--- src/dep_defs.svh ---
// Constants for the digital output and energy pulser block
`ifndef DEP_DEFS_SVH
`define DEP_DEFS_SVH

// Structure sizes
`define DEP_NUM_PULSERS 6
`define DEP_NUM_DO 2
`define DEP_PIDX_TOP 3'h0
`define DEP_PIDX_REAL 3'h1
`define DEP_PIDX_REACTIVE 3'h2
`define DEP_PIDX_OPTICAL 3'h3
`define DEP_PIDX_DO_BASE 3'h4

// Timing: one second in ns and clock period in ns
`define DEP_SECOND_NS 1000000000
`define DEP_CLK_PERIOD_NS 25
`define DEP_SEC_W 26

// Register byte offsets
`define DEP_OFF_CTRL 8'h00
`define DEP_OFF_STATUS 8'h04
`define DEP_OFF_PULSER_BASE 8'h10
`define DEP_OFF_DO_BASE 8'h40
`define DEP_OFF_END 8'h50

// Pulser configuration word fields
`define DEP_PCFG_WIDTH_MSB 20
`define DEP_PCFG_SRC_BIT 24
`define DEP_PCFG_TEST_BIT 25
`define DEP_PCFG_TOGGLE_BIT 26

// Output configuration word fields
`define DEP_DCFG_INV_BIT 0
`define DEP_DCFG_LINK_BIT 1
`define DEP_DCFG_FUNC_LSB 4
`define DEP_DCFG_FUNC_MSB 5

// Control and status fields
`define DEP_CTRL_IR_BIT 0
`define DEP_STAT_LEVEL_LSB 8
`define DEP_STAT_PIN_LSB 16
`define DEP_STAT_OVR_LSB 20

// Limits and reset values
`define DEP_HOLD_MAX 21'h1e8480
`define DEP_RST_QUANTUM 32'h0000_0400
`define DEP_RST_WIDTH 21'h00_0001
`define DEP_RST_SRC 6'h04

`endif

--- src/dep_pkg.sv ---
// Types shared by the digital output and energy pulser block
package dep_pkg;

  // Who drives a switching output
  typedef enum logic [1:0] {
    DO_FOLLOW,
    DO_FORCED_ON,
    DO_FORCED_OFF
  } dep_do_mode_t;

  // What a digital output is used for
  typedef enum logic [1:0] {
    FUNC_SWITCH,
    FUNC_ENERGY,
    FUNC_DEMAND
  } dep_do_func_t;

  // Whole state of the block
  typedef struct packed {
    logic [25:0] secCount;
    logic secTick;
    logic irEnable;
    logic [5:0][31:0] energyPerPulseQuantum;
    logic [5:0][20:0] hold_duration_seconds;
    logic [5:0] srcReactive;
    logic [5:0] testOnly;
    logic [5:0] togglePerEventMode;
    logic [5:0][31:0] acc;
    logic [5:0][21:0] pTimer;
    logic [5:0] pLevel;
    logic [5:0] suspended;
    logic [1:0] invert;
    logic [1:0] followLinked;
    dep_do_func_t [1:0] doFunc;
    logic [1:0][20:0] holdDurationSeconds;
    dep_do_mode_t [1:0] doMode;
    logic [1:0][21:0] hTimer;
    logic [1:0] doPin;
    logic addrValid;
    logic addrWrite;
    logic [7:0] addrIdx;
    logic [31:0] rdata;
    logic readyOut;
  } dep_state_t;

endpackage : dep_pkg

--- src/dep_top.sv ---
// Digital outputs and energy pulsers with an AHB-Lite register slave
//
// Our own choices: the register addresses and the AHB-Lite register port.
`timescale 1ns/1ps
`include "dep_defs.svh"

////////////////////////////////////////////////////////////////////////////
// Design notes
// Every timer in the block counts whole seconds from one shared prescaler,
// so a hold or width is only as exact as the prescaler phase at its start.
// Timers load the programmed value plus one: the first tick may come at once,
// and the extra tick keeps the minimum time met in the worst phase.
// Energy pulsers are indexed 0 top, 1 real, 2 reactive, 3 optical, then one
// per digital output; the output pulsers only run in energy use.
// Accumulators saturate instead of wrapping, so a stalled indicator never
// loses a large backlog by overflow; the overload flag shows the backlog.
// The overload flag means two or more quanta wait at once: one waiting
// quantum is the normal state between its arrival and the next pulse.
// Toggle mode changes the level once per quantum and keeps it; only the
// spacing timer limits it, since there is no return-to-low phase.
// Digital output priority is assert (or demand boundary), then deassert,
// then release, then hold expiry; a clash in one cycle goes to the first.
// Deassert and release are dropped silently with a nonzero hold, as the
// override is then purely timed.
// The register slave never stalls: hreadyout is high from the first reset
// edge, and read data come from the state of the next cycle, so a read right
// after a write returns the new value.
// Unmapped or unaligned addresses read zero and drop writes, still OKAY,
// since an error response would buy nothing in this block.

module dep_top #(
  parameter int unsigned SEC_CYCLES = `DEP_SECOND_NS / `DEP_CLK_PERIOD_NS
) (
  // Clock and reset
  input wire logic clk,
  input wire logic nrst,
  // AHB-Lite slave
  input wire logic hsel,
  input wire logic [31:0] haddr,
  input wire logic [1:0] htrans,
  input wire logic hwrite,
  input wire logic [2:0] hsize,
  input wire logic [31:0] hwdata,
  input wire logic hready,
  output logic [31:0] hrdata,
  output logic hreadyout,
  output logic hresp,
  // Energy measurement feed
  input wire logic energyValid,
  input wire logic [15:0] realEnergyInc,
  input wire logic [15:0] reactiveEnergyInc,
  input wire logic testMode,
  // Digital output controls, one bit per output
  input wire logic [1:0] followSignal,
  input wire logic [1:0] assertOverride,
  input wire logic [1:0] deassertOverride,
  input wire logic [1:0] releaseOverride,
  input wire logic [1:0] demandBoundary,
  // Physical outputs
  output logic [1:0] digitalOutPin,
  output logic topIndicator,
  output logic realEnergyIndicator,
  output logic reactiveEnergyIndicator,
  output logic opticalPulse
);

  ////////////////////////////////////////////////////////////////////////////
  // State registers

  // Current and next state of everything
  dep_pkg::dep_state_t st;
  dep_pkg::dep_state_t next_st;

  // Seconds prescaler end value, cut to the counter width
  localparam logic [`DEP_SEC_W-1:0] SecLast = `DEP_SEC_W'(SEC_CYCLES - 1);
  // The counter is wide enough for one second at the real clock rate;
  // a bench may shorten the second, but never lengthen it past the width.
  // A value of one would tick every cycle and still keep all spacing rules.

  ////////////////////////////////////////////////////////////////////////////
  // Register read mux

  // Reads the already-updated state, so a read right after a write sees it
  // Unused bits read as zero, so software may write back what it read.
  // The status word is a snapshot taken in the address phase; a level that
  // changes in the data phase shows on the next read.
  function automatic logic [31:0] readReg(dep_pkg::dep_state_t s, logic [7:0] a);
    logic [31:0] r;
    logic [7:0] off;
    logic [2:0] k;
    r = 32'h0;
    off = 8'h0;
    k = 3'h0;
    if (a == `DEP_OFF_CTRL) begin
      r[`DEP_CTRL_IR_BIT] = s.irEnable;
    end else if (a == `DEP_OFF_STATUS) begin
      // Overload flags, indicator levels, pins, override state
      r[5:0] = s.suspended;
      r[`DEP_STAT_LEVEL_LSB +: 6] = s.pLevel;
      r[`DEP_STAT_PIN_LSB +: 2] = s.doPin;
      r[`DEP_STAT_OVR_LSB] = (s.doMode[0] == dep_pkg::DO_FORCED_ON);
      r[`DEP_STAT_OVR_LSB + 1] = (s.doMode[1] == dep_pkg::DO_FORCED_ON);
    end else if (a >= `DEP_OFF_PULSER_BASE && a < `DEP_OFF_DO_BASE) begin
      off = a - `DEP_OFF_PULSER_BASE;
      k = off[5:3];
      if (!off[2]) begin
        r = s.energyPerPulseQuantum[k];
      end else begin
        r[`DEP_PCFG_WIDTH_MSB:0] = s.hold_duration_seconds[k];
        r[`DEP_PCFG_SRC_BIT] = s.srcReactive[k];
        r[`DEP_PCFG_TEST_BIT] = s.testOnly[k];
        r[`DEP_PCFG_TOGGLE_BIT] = s.togglePerEventMode[k];
      end
    end else if (a >= `DEP_OFF_DO_BASE && a < `DEP_OFF_END) begin
      off = a - `DEP_OFF_DO_BASE;
      k = {2'b00, off[3]};
      if (!off[2]) begin
        r[`DEP_DCFG_INV_BIT] = s.invert[k[0]];
        r[`DEP_DCFG_LINK_BIT] = s.followLinked[k[0]];
        r[`DEP_DCFG_FUNC_MSB:`DEP_DCFG_FUNC_LSB] = s.doFunc[k[0]];
      end else begin
        r[20:0] = s.holdDurationSeconds[k[0]];
      end
    end
    return r;
  endfunction : readReg

  ////////////////////////////////////////////////////////////////////////////
  // Next-state logic

  // One combinational pass: bus, seconds tick, pulsers, outputs
  always_comb begin
    logic [7:0] off;
    logic [2:0] k;
    logic [32:0] sum;
    logic [15:0] inc;
    logic emitEn;
    logic pending;
    logic forceOn;
    logic holdZero;
    logic logical;
    logic [20:0] hv;
    off = 8'h0;
    k = 3'h0;
    sum = 33'h0;
    inc = 16'h0;
    emitEn = 1'b0;
    pending = 1'b0;
    forceOn = 1'b0;
    holdZero = 1'b0;
    logical = 1'b0;
    hv = 21'h0;
    next_st = st;

    // Seconds tick drives all hold and width timers
    // The tick is registered, so every timer sees it one cycle after the wrap;
    // this shifts all timers alike and changes no spacing.
    next_st.secTick = 1'b0;
    if (st.secCount >= SecLast) begin
      next_st.secCount = '0;
      next_st.secTick = 1'b1;
    end else begin
      next_st.secCount = st.secCount + `DEP_SEC_W'(1);
    end

    // Bus data phase: a write lands one cycle after its address phase
    if (st.addrValid && st.addrWrite) begin
      if (st.addrIdx == `DEP_OFF_CTRL) begin
        // Optical port only pulses with infrared protocol chosen
        next_st.irEnable = hwdata[`DEP_CTRL_IR_BIT];
      end else if (st.addrIdx >= `DEP_OFF_PULSER_BASE && st.addrIdx < `DEP_OFF_DO_BASE) begin
        off = st.addrIdx - `DEP_OFF_PULSER_BASE;
        k = off[5:3];
        if (!off[2]) begin
          next_st.energyPerPulseQuantum[k] = hwdata;
        end else begin
          next_st.hold_duration_seconds[k] = hwdata[`DEP_PCFG_WIDTH_MSB:0];
          next_st.srcReactive[k] = hwdata[`DEP_PCFG_SRC_BIT];
          next_st.testOnly[k] = hwdata[`DEP_PCFG_TEST_BIT];
          next_st.togglePerEventMode[k] = hwdata[`DEP_PCFG_TOGGLE_BIT];
        end
      end else if (st.addrIdx >= `DEP_OFF_DO_BASE && st.addrIdx < `DEP_OFF_END) begin
        off = st.addrIdx - `DEP_OFF_DO_BASE;
        if (!off[2]) begin
          next_st.invert[off[3]] = hwdata[`DEP_DCFG_INV_BIT];
          next_st.followLinked[off[3]] = hwdata[`DEP_DCFG_LINK_BIT];
          next_st.doFunc[off[3]] =
            dep_pkg::dep_do_func_t'(hwdata[`DEP_DCFG_FUNC_MSB:`DEP_DCFG_FUNC_LSB]);
        end else begin
          hv = hwdata[20:0];
          next_st.holdDurationSeconds[off[3]] = (hv > `DEP_HOLD_MAX) ? `DEP_HOLD_MAX : hv;
        end
      end
    end

    // Energy pulsers: four indicators and one per digital output
    // Each pulser adds its increment, then at most one pulse event per cycle.
    // A pulse is only started with the spacing timer at zero, which is what
    // keeps both the minimum width and the duty cycle without extra state.
    // Energy that arrives while a pulser is gated off is kept, not dropped.
    for (int p = 0; p < `DEP_NUM_PULSERS; p++) begin
      inc = st.srcReactive[p] ? reactiveEnergyInc : realEnergyInc;
      emitEn = !st.testOnly[p] || testMode;
      if (3'(p) == `DEP_PIDX_OPTICAL) begin
        emitEn = emitEn && st.irEnable;
      end
      // Output pulsers only run while their output is in energy use
      if (3'(p) >= `DEP_PIDX_DO_BASE) begin
        emitEn = emitEn && (st.doFunc[p - 4] == dep_pkg::FUNC_ENERGY);
      end
      if (energyValid) begin
        sum = {1'b0, st.acc[p]} + {17'h0, inc};
        next_st.acc[p] = sum[32] ? 32'hffff_ffff : sum[31:0];
      end
      pending = (st.energyPerPulseQuantum[p] != 32'h0) &&
                (st.acc[p] >= st.energyPerPulseQuantum[p]);
      if (st.pTimer[p] != 22'h0) begin
        if (st.secTick) begin
          next_st.pTimer[p] = st.pTimer[p] - 22'h1;
        end
      end else if (st.pLevel[p] && !st.togglePerEventMode[p]) begin
        next_st.pLevel[p] = 1'b0;
        next_st.pTimer[p] = (st.hold_duration_seconds[p] == 21'h0) ? 22'h0 :
                            {1'b0, st.hold_duration_seconds[p]} + 22'h1;
      end else if (pending && emitEn) begin
        next_st.pLevel[p] = st.togglePerEventMode[p] ? !st.pLevel[p] : 1'b1;
        next_st.pTimer[p] = (st.hold_duration_seconds[p] == 21'h0) ? 22'h0 :
                            {1'b0, st.hold_duration_seconds[p]} + 22'h1;
        next_st.acc[p] = next_st.acc[p] - st.energyPerPulseQuantum[p];
      end
      // two quanta waiting means the indicator fell behind
      next_st.suspended[p] = (st.energyPerPulseQuantum[p] != 32'h0) &&
                             ({1'b0, st.acc[p]} >= {st.energyPerPulseQuantum[p], 1'b0});
    end

    // Digital outputs
    // The pin is computed from the next mode, so a control pulse shows on the
    // pin at the very edge that takes it; follow shows at that edge too, while link and invert settings are seen one edge late.
    // In energy use the switching state is parked, and any running hold is
    // dropped, so leaving energy use starts from a clean follow state.
    for (int d = 0; d < `DEP_NUM_DO; d++) begin
      holdZero = (st.holdDurationSeconds[d] == 21'h0);
      // demand boundary acts as a timed assert
      forceOn = assertOverride[d] ||
              (st.doFunc[d] == dep_pkg::FUNC_DEMAND && demandBoundary[d]);
      if (st.doFunc[d] == dep_pkg::FUNC_ENERGY) begin
        // Energy use: switching state rests in follow
        next_st.doMode[d] = dep_pkg::DO_FOLLOW;
        next_st.hTimer[d] = 22'h0;
      end else if (forceOn) begin
        next_st.doMode[d] = dep_pkg::DO_FORCED_ON;
        next_st.hTimer[d] = holdZero ? 22'h0 : {1'b0, st.holdDurationSeconds[d]} + 22'h1;
      end else if (holdZero && deassertOverride[d]) begin
        next_st.doMode[d] = dep_pkg::DO_FORCED_OFF;
      end else if (holdZero && releaseOverride[d]) begin
        next_st.doMode[d] = dep_pkg::DO_FOLLOW;
      end else if (st.doMode[d] == dep_pkg::DO_FORCED_ON && st.hTimer[d] != 22'h0 &&
                   st.secTick) begin
        // Hold expiry hands the output back to the follow signal
        next_st.hTimer[d] = st.hTimer[d] - 22'h1;
        if (st.hTimer[d] == 22'h1) begin
          next_st.doMode[d] = dep_pkg::DO_FOLLOW;
        end
      end
      // Logical state from the selected driver
      if (st.doFunc[d] == dep_pkg::FUNC_ENERGY) begin
        logical = next_st.pLevel[4 + d];
      end else begin
        unique case (next_st.doMode[d])
          dep_pkg::DO_FORCED_ON: logical = 1'b1;
          dep_pkg::DO_FORCED_OFF: logical = 1'b0;
          dep_pkg::DO_FOLLOW: logical = st.followLinked[d] && followSignal[d];
          default: logical = 1'b0;
        endcase
      end
      next_st.doPin[d] = logical ^ st.invert[d];
    end

    // Bus address phase: latch and prepare read data in the same beat
    // The slave has no wait states, so hready only guards against a phase
    // that another slave might stretch; with one slave it is always high.
    // hsize is not checked: only whole aligned words are ever expected.
    // The low byte of the address selects a register; the upper bits must be zero.
    next_st.readyOut = 1'b1;
    if (hsel && htrans[1] && hready) begin
      next_st.addrWrite = hwrite;
      next_st.addrIdx = haddr[7:0];
      // Unmapped space reads zero and drops writes, still OKAY
      next_st.addrValid = (haddr[31:8] == 24'h0) && (haddr[7:0] < `DEP_OFF_END) &&
                          (haddr[1:0] == 2'b00);
      next_st.rdata = next_st.addrValid ? readReg(next_st, haddr[7:0]) : 32'h0;
    end else if (hready) begin
      next_st.addrValid = 1'b0;
      next_st.addrWrite = 1'b0;
    end

    // Synchronous reset values
    // Reset overrides everything above, including a bus write in flight;
    // the bus comes out of reset ready, so the first transfer needs no wait.
    // Accumulators clear, so energy fed before reset never makes a pulse.
    // Outputs come up off and not inverted until software says otherwise.
    if (!nrst) begin
      next_st = '0;
      next_st.readyOut = 1'b1;
      next_st.energyPerPulseQuantum = {`DEP_NUM_PULSERS{`DEP_RST_QUANTUM}};
      next_st.hold_duration_seconds = {`DEP_NUM_PULSERS{`DEP_RST_WIDTH}};
      next_st.srcReactive = `DEP_RST_SRC;
      next_st.doMode = '{default: dep_pkg::DO_FOLLOW};
      next_st.doFunc = '{default: dep_pkg::FUNC_SWITCH};
    end
  end

  ////////////////////////////////////////////////////////////////////////////
  // State register

  // Reset is folded into the next-state logic, so this only registers
  // Keeping one register for the whole state makes every output a plain
  // flip-flop, with no glitch from logic between state and pin.
  // The price is a wide register that is loaded on every edge.
  always_ff @(posedge clk) begin
    st <= next_st;
  end

  ////////////////////////////////////////////////////////////////////////////
  // Outputs, all straight from flip-flops except hresp, which is tied low

  // the receiver counts these pulses
  // The receiver must count rising edges: in toggle mode a falling edge
  // is also a quantum, so such a receiver counts only every second quantum.
  // The pins carry no other state than the registered levels.
  assign topIndicator = st.pLevel[`DEP_PIDX_TOP];
  assign realEnergyIndicator = st.pLevel[`DEP_PIDX_REAL];
  assign reactiveEnergyIndicator = st.pLevel[`DEP_PIDX_REACTIVE];
  assign opticalPulse = st.pLevel[`DEP_PIDX_OPTICAL];
  assign digitalOutPin = st.doPin;
  assign hrdata = st.rdata;
  assign hreadyout = st.readyOut;
  // Only OKAY is ever answered
  assign hresp = 1'b0;

endmodule : dep_top

--- config.mk ---
export PLATFORM = sky130hd
export DESIGN_NAME = dep_top
export DESIGN_NICKNAME = d
export VERILOG_FILES = /design/src/dep_pkg.sv /design/src/dep_top.sv
export VERILOG_INCLUDE_DIRS = /design/src
export SDC_FILE = /design/constraint.sdc
export NUM_CORES = 2
export LEC_CHECK = 0
export ABC_AREA = 1
export BUFFER_PORTS_ARGS = -buffer_cell sky130_fd_sc_hd__buf_2
export CAP_MARGIN = 20
export CORE_MARGIN = 4
export CORE_UTILIZATION = 44
export DETAILED_ROUTE_END_ITERATION = 16
export SYNTH_ARGS = -nofsm -noshare
export SYNTH_HDL_FRONTEND = slang
export SYNTH_SLANG_ARGS = --single-unit
--- constraint.sdc ---
create_clock -name clk -period 4.8 [get_ports clk]
set_input_delay 0.48 -clock clk [delete_from_list [all_inputs] [get_ports clk]]
set_output_delay 0.48 -clock clk [all_outputs]
set_load 0.01 [all_outputs]
After elaboration in Yosys (flattened, before gate mapping)

Cells that the tools add are included.

Bits in registers: 837
Latch bits: 0
Bits in writable memories: 0
Bits in read-only memories: 0
Input port bits: 118
Output and inout bits: 40
Logic and storage cells: 449
Memories kept: 0

Add/sub/neg operators: 33
Multipliers: 0
Divide/modulo/power cells: 0
$lt $le $gt $ge: 28
Equality and inequality tests: 21
Shift-type cells: 0
Multiplexer cells: 193
Bitwise gates (word level): 3
Reductions and logical operators: 124

Operators by type and width:

| kind                    | number |
|---|---|
| $mux W32                | 33 |
| $mux W22                | 40 |
| $mux W336               | 2 |
| $mux W337               | 1 |
| $mux W50                | 4 |
| $add A32 B16 Y33        | 6 |
| $ge A32 B33 Y1          | 6 |
| $bwmux W192             | 1 |
| $ge A32 B32 Y1          | 6 |
| $mux W192               | 1 |
| $reduce_bool A32 Y1     | 6 |
| $sub A32 B32 Y32        | 6 |
| $mux W21                | 9 |
| $add A21 B1 Y22 const B | 8 |
| $reduce_bool A22 Y1     | 8 |
| $sub A22 B1 Y22 const B | 8 |
| $logic_not A21 Y1       | 8 |
| $mux W144               | 1 |
| $bwmux W126             | 1 |
| $bmux W32 S3            | 1 |
| $demux W32 S3           | 1 |
| $mux W16                | 6 |
| $bmux W21 S3            | 1 |
| $demux W21 S3           | 1 |
| 51 further kinds        | 237 |

Depth between registers and ports, before layout

Word-level depth: 19
Gate-level depth with buffers: 32
Gate-level depth less buffers: 30

Least setup slack after synthesis

Ideal clock, no wire load.

Path kind: reg-to-reg
Start: register st[492] in the netlist's numbering
End: register st[350] in the netlist's numbering
Setup time: 113 ps
Arrival time: 4345 ps
Required time: 4687 ps
Path slack: 342 ps
Stages on the path, launching flop included: 30
Buffers on the path: 2
Clock period less this slack: 4458 ps
Cells stage by stage: dfxtp_1 > clkbuf_1 > o21ai_0 > ha_1 > fa_1 > nand3_1 > nand2_1 > nand4_1 > nand3_1 > a21oi_1 > inv_1 > nand3_1 > nand2_1 > clkbuf_1 > o22ai_1 > inv_1 > ha_1 > nand2_1 > nor2_1 > inv_1 > o21ai_0 > a21oi_1 > o21ai_0 > nand2_1 > nand2_1 > nor2_1 > nor3_1 > nand2_1 > nand2_1 > nor2_1

Word-level cells in the longest chain between the ends: 8

Ends and longest elaborated chain:

| item                   | line           | text |
|---|---|---|
| from (decl)            | dep_top.sv:71  | `dep_pkg::dep_state_t st;` |
| from (signal assigned) | dep_top.sv:321 | `st <= next_st;` |
| $mux W16 (*)           | dep_top.sv:202 | `inc = st.srcReactive[p] ? reactiveEnergyInc : realEnergyInc;` |
| $add A32 B16 Y33 (*)   | dep_top.sv:212 | `sum = {1'b0, st.acc[p]} + {17'h0, inc};` |
| $mux W32 (*)           | dep_top.sv:213 | `next_st.acc[p] = sum[32] ? 32'hffff_ffff : sum[31:0];` |
| $mux W32 (*)           | dep_top.sv:211 | `if (energyValid) begin` |
| $sub A32 B32 Y32       | dep_top.sv:229 | `next_st.acc[p] = next_st.acc[p] - st.energyPerPulseQuantum[p];` |
| $mux W32               | dep_top.sv:225 | `end else if (pending && emitEn) begin` |
| $mux W32               | dep_top.sv:221 | `end else if (st.pLevel[p] && !st.togglePerEventMode[p]) begin` |
| $mux W32 (*)           | dep_top.sv:217 | `if (st.pTimer[p] != 22'h0) begin` |

Every way passes the cells marked *; elsewhere a longest branch is shown, timed or not.
A chain may end at the register's enable or synchronous reset.

Worst setup path in the final report

Start: register st[491] in the netlist's numbering
End: register st[317] in the netlist's numbering

Same word-level chain as after synthesis.

==> summary.txt <==
STA
  • Fin. Hold Viols: 0
  • Slew margin rel.: 34.36%
  • Setup TNS: 0 ns
  • Final max-slew violation count: 0
  • Worst-margin pin slew: 0.9846 ns
  • Final setup fails: 0
  • Final period util: 97.47%
  • F_max: 213.8 MHz
  • Final WS setup: 0.1216 ns
  • Min cycle time layout: 4.678 ns
  • RSZ-0062 raised after global routing: yes
  • Worst clock skew: 0.05378 ns

Power and ir drop
  • Clk pwr share: 18.4%
  • Power share of the sequential group: a little under a fifth
  • Internal Pwr Total: ~25 mW
  • Total power: 47.71 mW
  • VDD IR-drop max: about 0.00075 V
  • Combinational Power Share: 62.5%
  • Switching part of the total: a little under half
  • Net Sw Power: 22.78 mW
  • Pwr Density: approximately 540 nW/µm²
  • Leakage: 42.57 nW

Outcome
  • Status: complete, no violations

Route
  • Initial drt markers: 8820
  • Post-Route WL: roughly 330000 µm
  • Post-route ant nets: 0
  • Via count: 84690
  • Vias per cell: 5.718
  • # DRC: 0
  • Routed len/inst: 22.12 µm
  • 1st-pass router iterations: 8

Finish
  • Ratio of cells with drive above 1 in the final layout: 14.44%
  • Nets: approximately 13000
  • Util after Layout: between 50% and 60%
  • Area growth from synthesis to layout: 20.60%

Clock tree
  • Reg clk slew, reported paths: around 0.060 ns
  • CTS buffer count: about 110
  • Worst skew pair latency: 0.78 ns
  • CTS Root Buffer Type: clkbuf_16
  • Clock Sinks: 836
  • Htree depth: 3
  • Clock tree buffer depth: 3
  • CTS tree: built

Synth
  • Syn Nets: between 10000 and 15000
  • Post-synthesis sequential area ratio: 22.87%
  • Netlist area before placement: 73170 µm²
  • Cells after synthesis: ~12000
  • Ys flop type: dfxtp_1
  • Unique masters post-synth: 90
  • Synth Warn #: 0
  • Post-synth EDFFs: 0
  • Register bit total from synthesis: roughly 840
  • Syn_area_per_cell: approximately 6.3 µm²
  • Async set-or-reset flop fraction in the synthesized netlist: 0%

Die
  • Die width: 415.8 µm
  • Die H: 415.8 µm
  • Row count: 149
  • Full die area: around 170000 µm²
  • Ports: around 160
  • Placeable Area: 165200 µm²
  • Initial Util: roughly 44%

Critical path
  • CP Launch Type: flip-flop
  • Worst path required time: 5.41 ns
  • Data arrival, critical path: 5.29 ns
  • CP max FO: 18
  • Critical path endpoint category: flip-flop
  • CP Class: flip-flop to flip-flop

Run
  • Max-cap violations: 0

Global routing
  • First-pass GRT wire length: between 400000 and 500000 µm
  • Initial antenna violation count: 16
  • Total gr overflow: 0
  • Largest net degree at the start of global routing: ~140
  • GRT Total Usage: 35.99%
  • Number of global-route vias before repair: ~78000

Place
  • DP HPWL: 256100 µm
  • Setup WS pre-CTS: -0.5441 ns
  • RePlAce Congestion: slightly above 1
  • IO Port Bufs: 151

Hold path
  • Min-Delay Path Class: input port to flip-flop
## through the flow
step | std cells | hold WS (ns) | area (µm²)
3_5_place_dp | 14580 | 0.4372 | 83290
2_1_floorplan | 11550 | 0.4175 | 73170
6_report | 14810 | 0.07190 | 88240
5_1_grt | 14800 | 0.09713 | 88220
3_3_place_gp | 14580 | 0.4270 | 83260
4_1_cts | 14780 | 0.03165 | 87150
## worst paths after layout
check                           start            endpoint  slack (ns)  cells past startpoint
setup / recovery   st[491]$_SDFF_PN0_  st[317]$_SDFF_PN0_        0.12                     26
hold reg to reg    st[817]$_SDFF_PP0_  st[817]$_SDFF_PP0_        0.45                      1
setup reg to reg   st[491]$_SDFF_PN0_  st[317]$_SDFF_PN0_        0.12                     26
hold / removal    deassertOverride[1]   st[92]$_SDFF_PN0_        0.07                      5
## layout by cell type (no fill, tap or decap), types with 33 or more instances in the layout
master / count
nand4_1: 249
o211ai_1: 62
nor4_1: 142
inv_2: 33
nor3_1: 181
o21ai_1: 129
xor2_1: 278
ha_1: 675
o21ai_0: 1136
a21oi_2: 54
o22ai_1: 62
buf_2: 148
nor2_2: 39
inv_1: 1282
clkbuf_16: 107
a211oi_1: 41
nand3_1: 664
nor2_1: 1295
xnor2_1: 122
dfxtp_1: 830
buf_4: 1086
a21o_1: 46
a21oi_1: 871
nand2_1: 2386
nand2_2: 45
a31oi_1: 73
## registers in the layout, indices dropped and copies added, names as in the netlist
signal,flops
topIndicator,1
realEnergyIndicator,1
digitalOutPin,2
reactiveEnergyIndicator,1
opticalPulse,1
st,798
hrdata,32
## metal layers
layer	GRT usage, %	up-vias	share of wire, %
li1	-	40910	-
met1	48.36	39440	43
met2	54.30	3549	42
met3	6.677	785	8.8
met4	19.61	8	6.3
met5	0.7780	-	0.071
## critical path, stage by stage (launching register included)
cell and delay, ns:
dfxtp_4 0.41, buf_12 0.17, buf_4 0.16, o21ai_0 0.26, ha_1 0.30, buf_4 0.15
a21oi_1 0.21, o21ai_0 0.15, a21oi_1 0.21, o21ai_2 0.12, buf_4 0.16, xor2_1 0.13
o22ai_1 0.21, inv_1 0.08, ha_1 0.35, a21oi_1 0.21, o21ai_0 0.15, a21oi_2 0.18
nand3_2 0.14, nand2_1 0.09, nand2_1 0.08, nand4_1 0.13, nand2_1 0.09, nand2_1 0.09
nand3_1 0.07, a21oi_1 0.15, nor2_1 0.06
## power groups by stage
stage	registers, mW	clock network, mW	logic [mW]
after global placement	9.18	0	28.3
after CTS	9.05	8.87	28.9
after global routing	9.19	9.12	32.9
after detailed placement	9.19	0	28.7
final	9.11	8.79	29.8
after floorplan	8.77	0	18.7
## timing repair
| action | in CTS | in global routing |
|---|---|---|
| endpoints found under the hold margin | 6 | 0 |
| setup buffers | 0 | 14 |
| resized for setup | 11 | 267 |
| gates cloned | 0 | 0 |
| endpoints found under the setup margin | 45 | 138 |
| pin swaps | 0 | 38 |
| hold buffers | 7 | 0 |
## cell families (layout without fill, tap and decap cells)
logic type                 count (synthesis)  in the layout  synth area share (%)
muxes                                     11             11                0.1505
adders and majority gates                701            701                 12.11
and+or+nand+nor                         5177           5177                 30.57
AOI/OAI and AO/OA                       2690           2690                 20.03
buffers and inverters                   1736           2791                 9.463
DFF                                      836            836                 22.87
other                                      2             17               0.01026
xor gates and xnor gates                 400            400                 4.788
## cells in the mapped netlist, types with 25 or more instances
cell type  instances  share of area [%]
buf_4             51               0.52
xnor2_1          122                1.5
a31oi_1           80               0.68
nor4_1           151                1.3
a21oi_1          922                6.3
nor2_1          1318                6.8
o21bai_1          32               0.33
o22ai_1           71               0.61
inv_2             30               0.15
dfxtp_1          836                 23
buf_1             44               0.23
o21ai_0         1183                8.1
o21a_1            28               0.29
clkbuf_1         226                1.2
ha_1             689                 12
a21o_1            46               0.47
o211ai_1          62               0.64
nand2_1         2403                 12
a211oi_1          42               0.43
o21ai_1           93               0.64
nand4_1          249                2.1
nand3_1          675                4.6
buf_2             75               0.51
or2_2             27               0.23
nor3_1           193                1.3
xor2_1           278                3.3
a21boi_0          25               0.26
inv_1           1288                6.6
nand2_2           29               0.25
## layout make-up
type | count | area (µm²)
Clock buffer | 148 | 3062
Multi-Input combinational cell | 8981 | 50420
Antenna cell | 15 | 37.54
Sequential cell | 836 | 16750
Tap cell | 2189 | 2739
Fill cell | 17040 | 76930
Clock inverter | 50 | 711.9
Timing Repair Buffer | 1271 | 9544
Inverter | 1322 | 4977
Note: power is estimated with default switching activity, not from simulation.
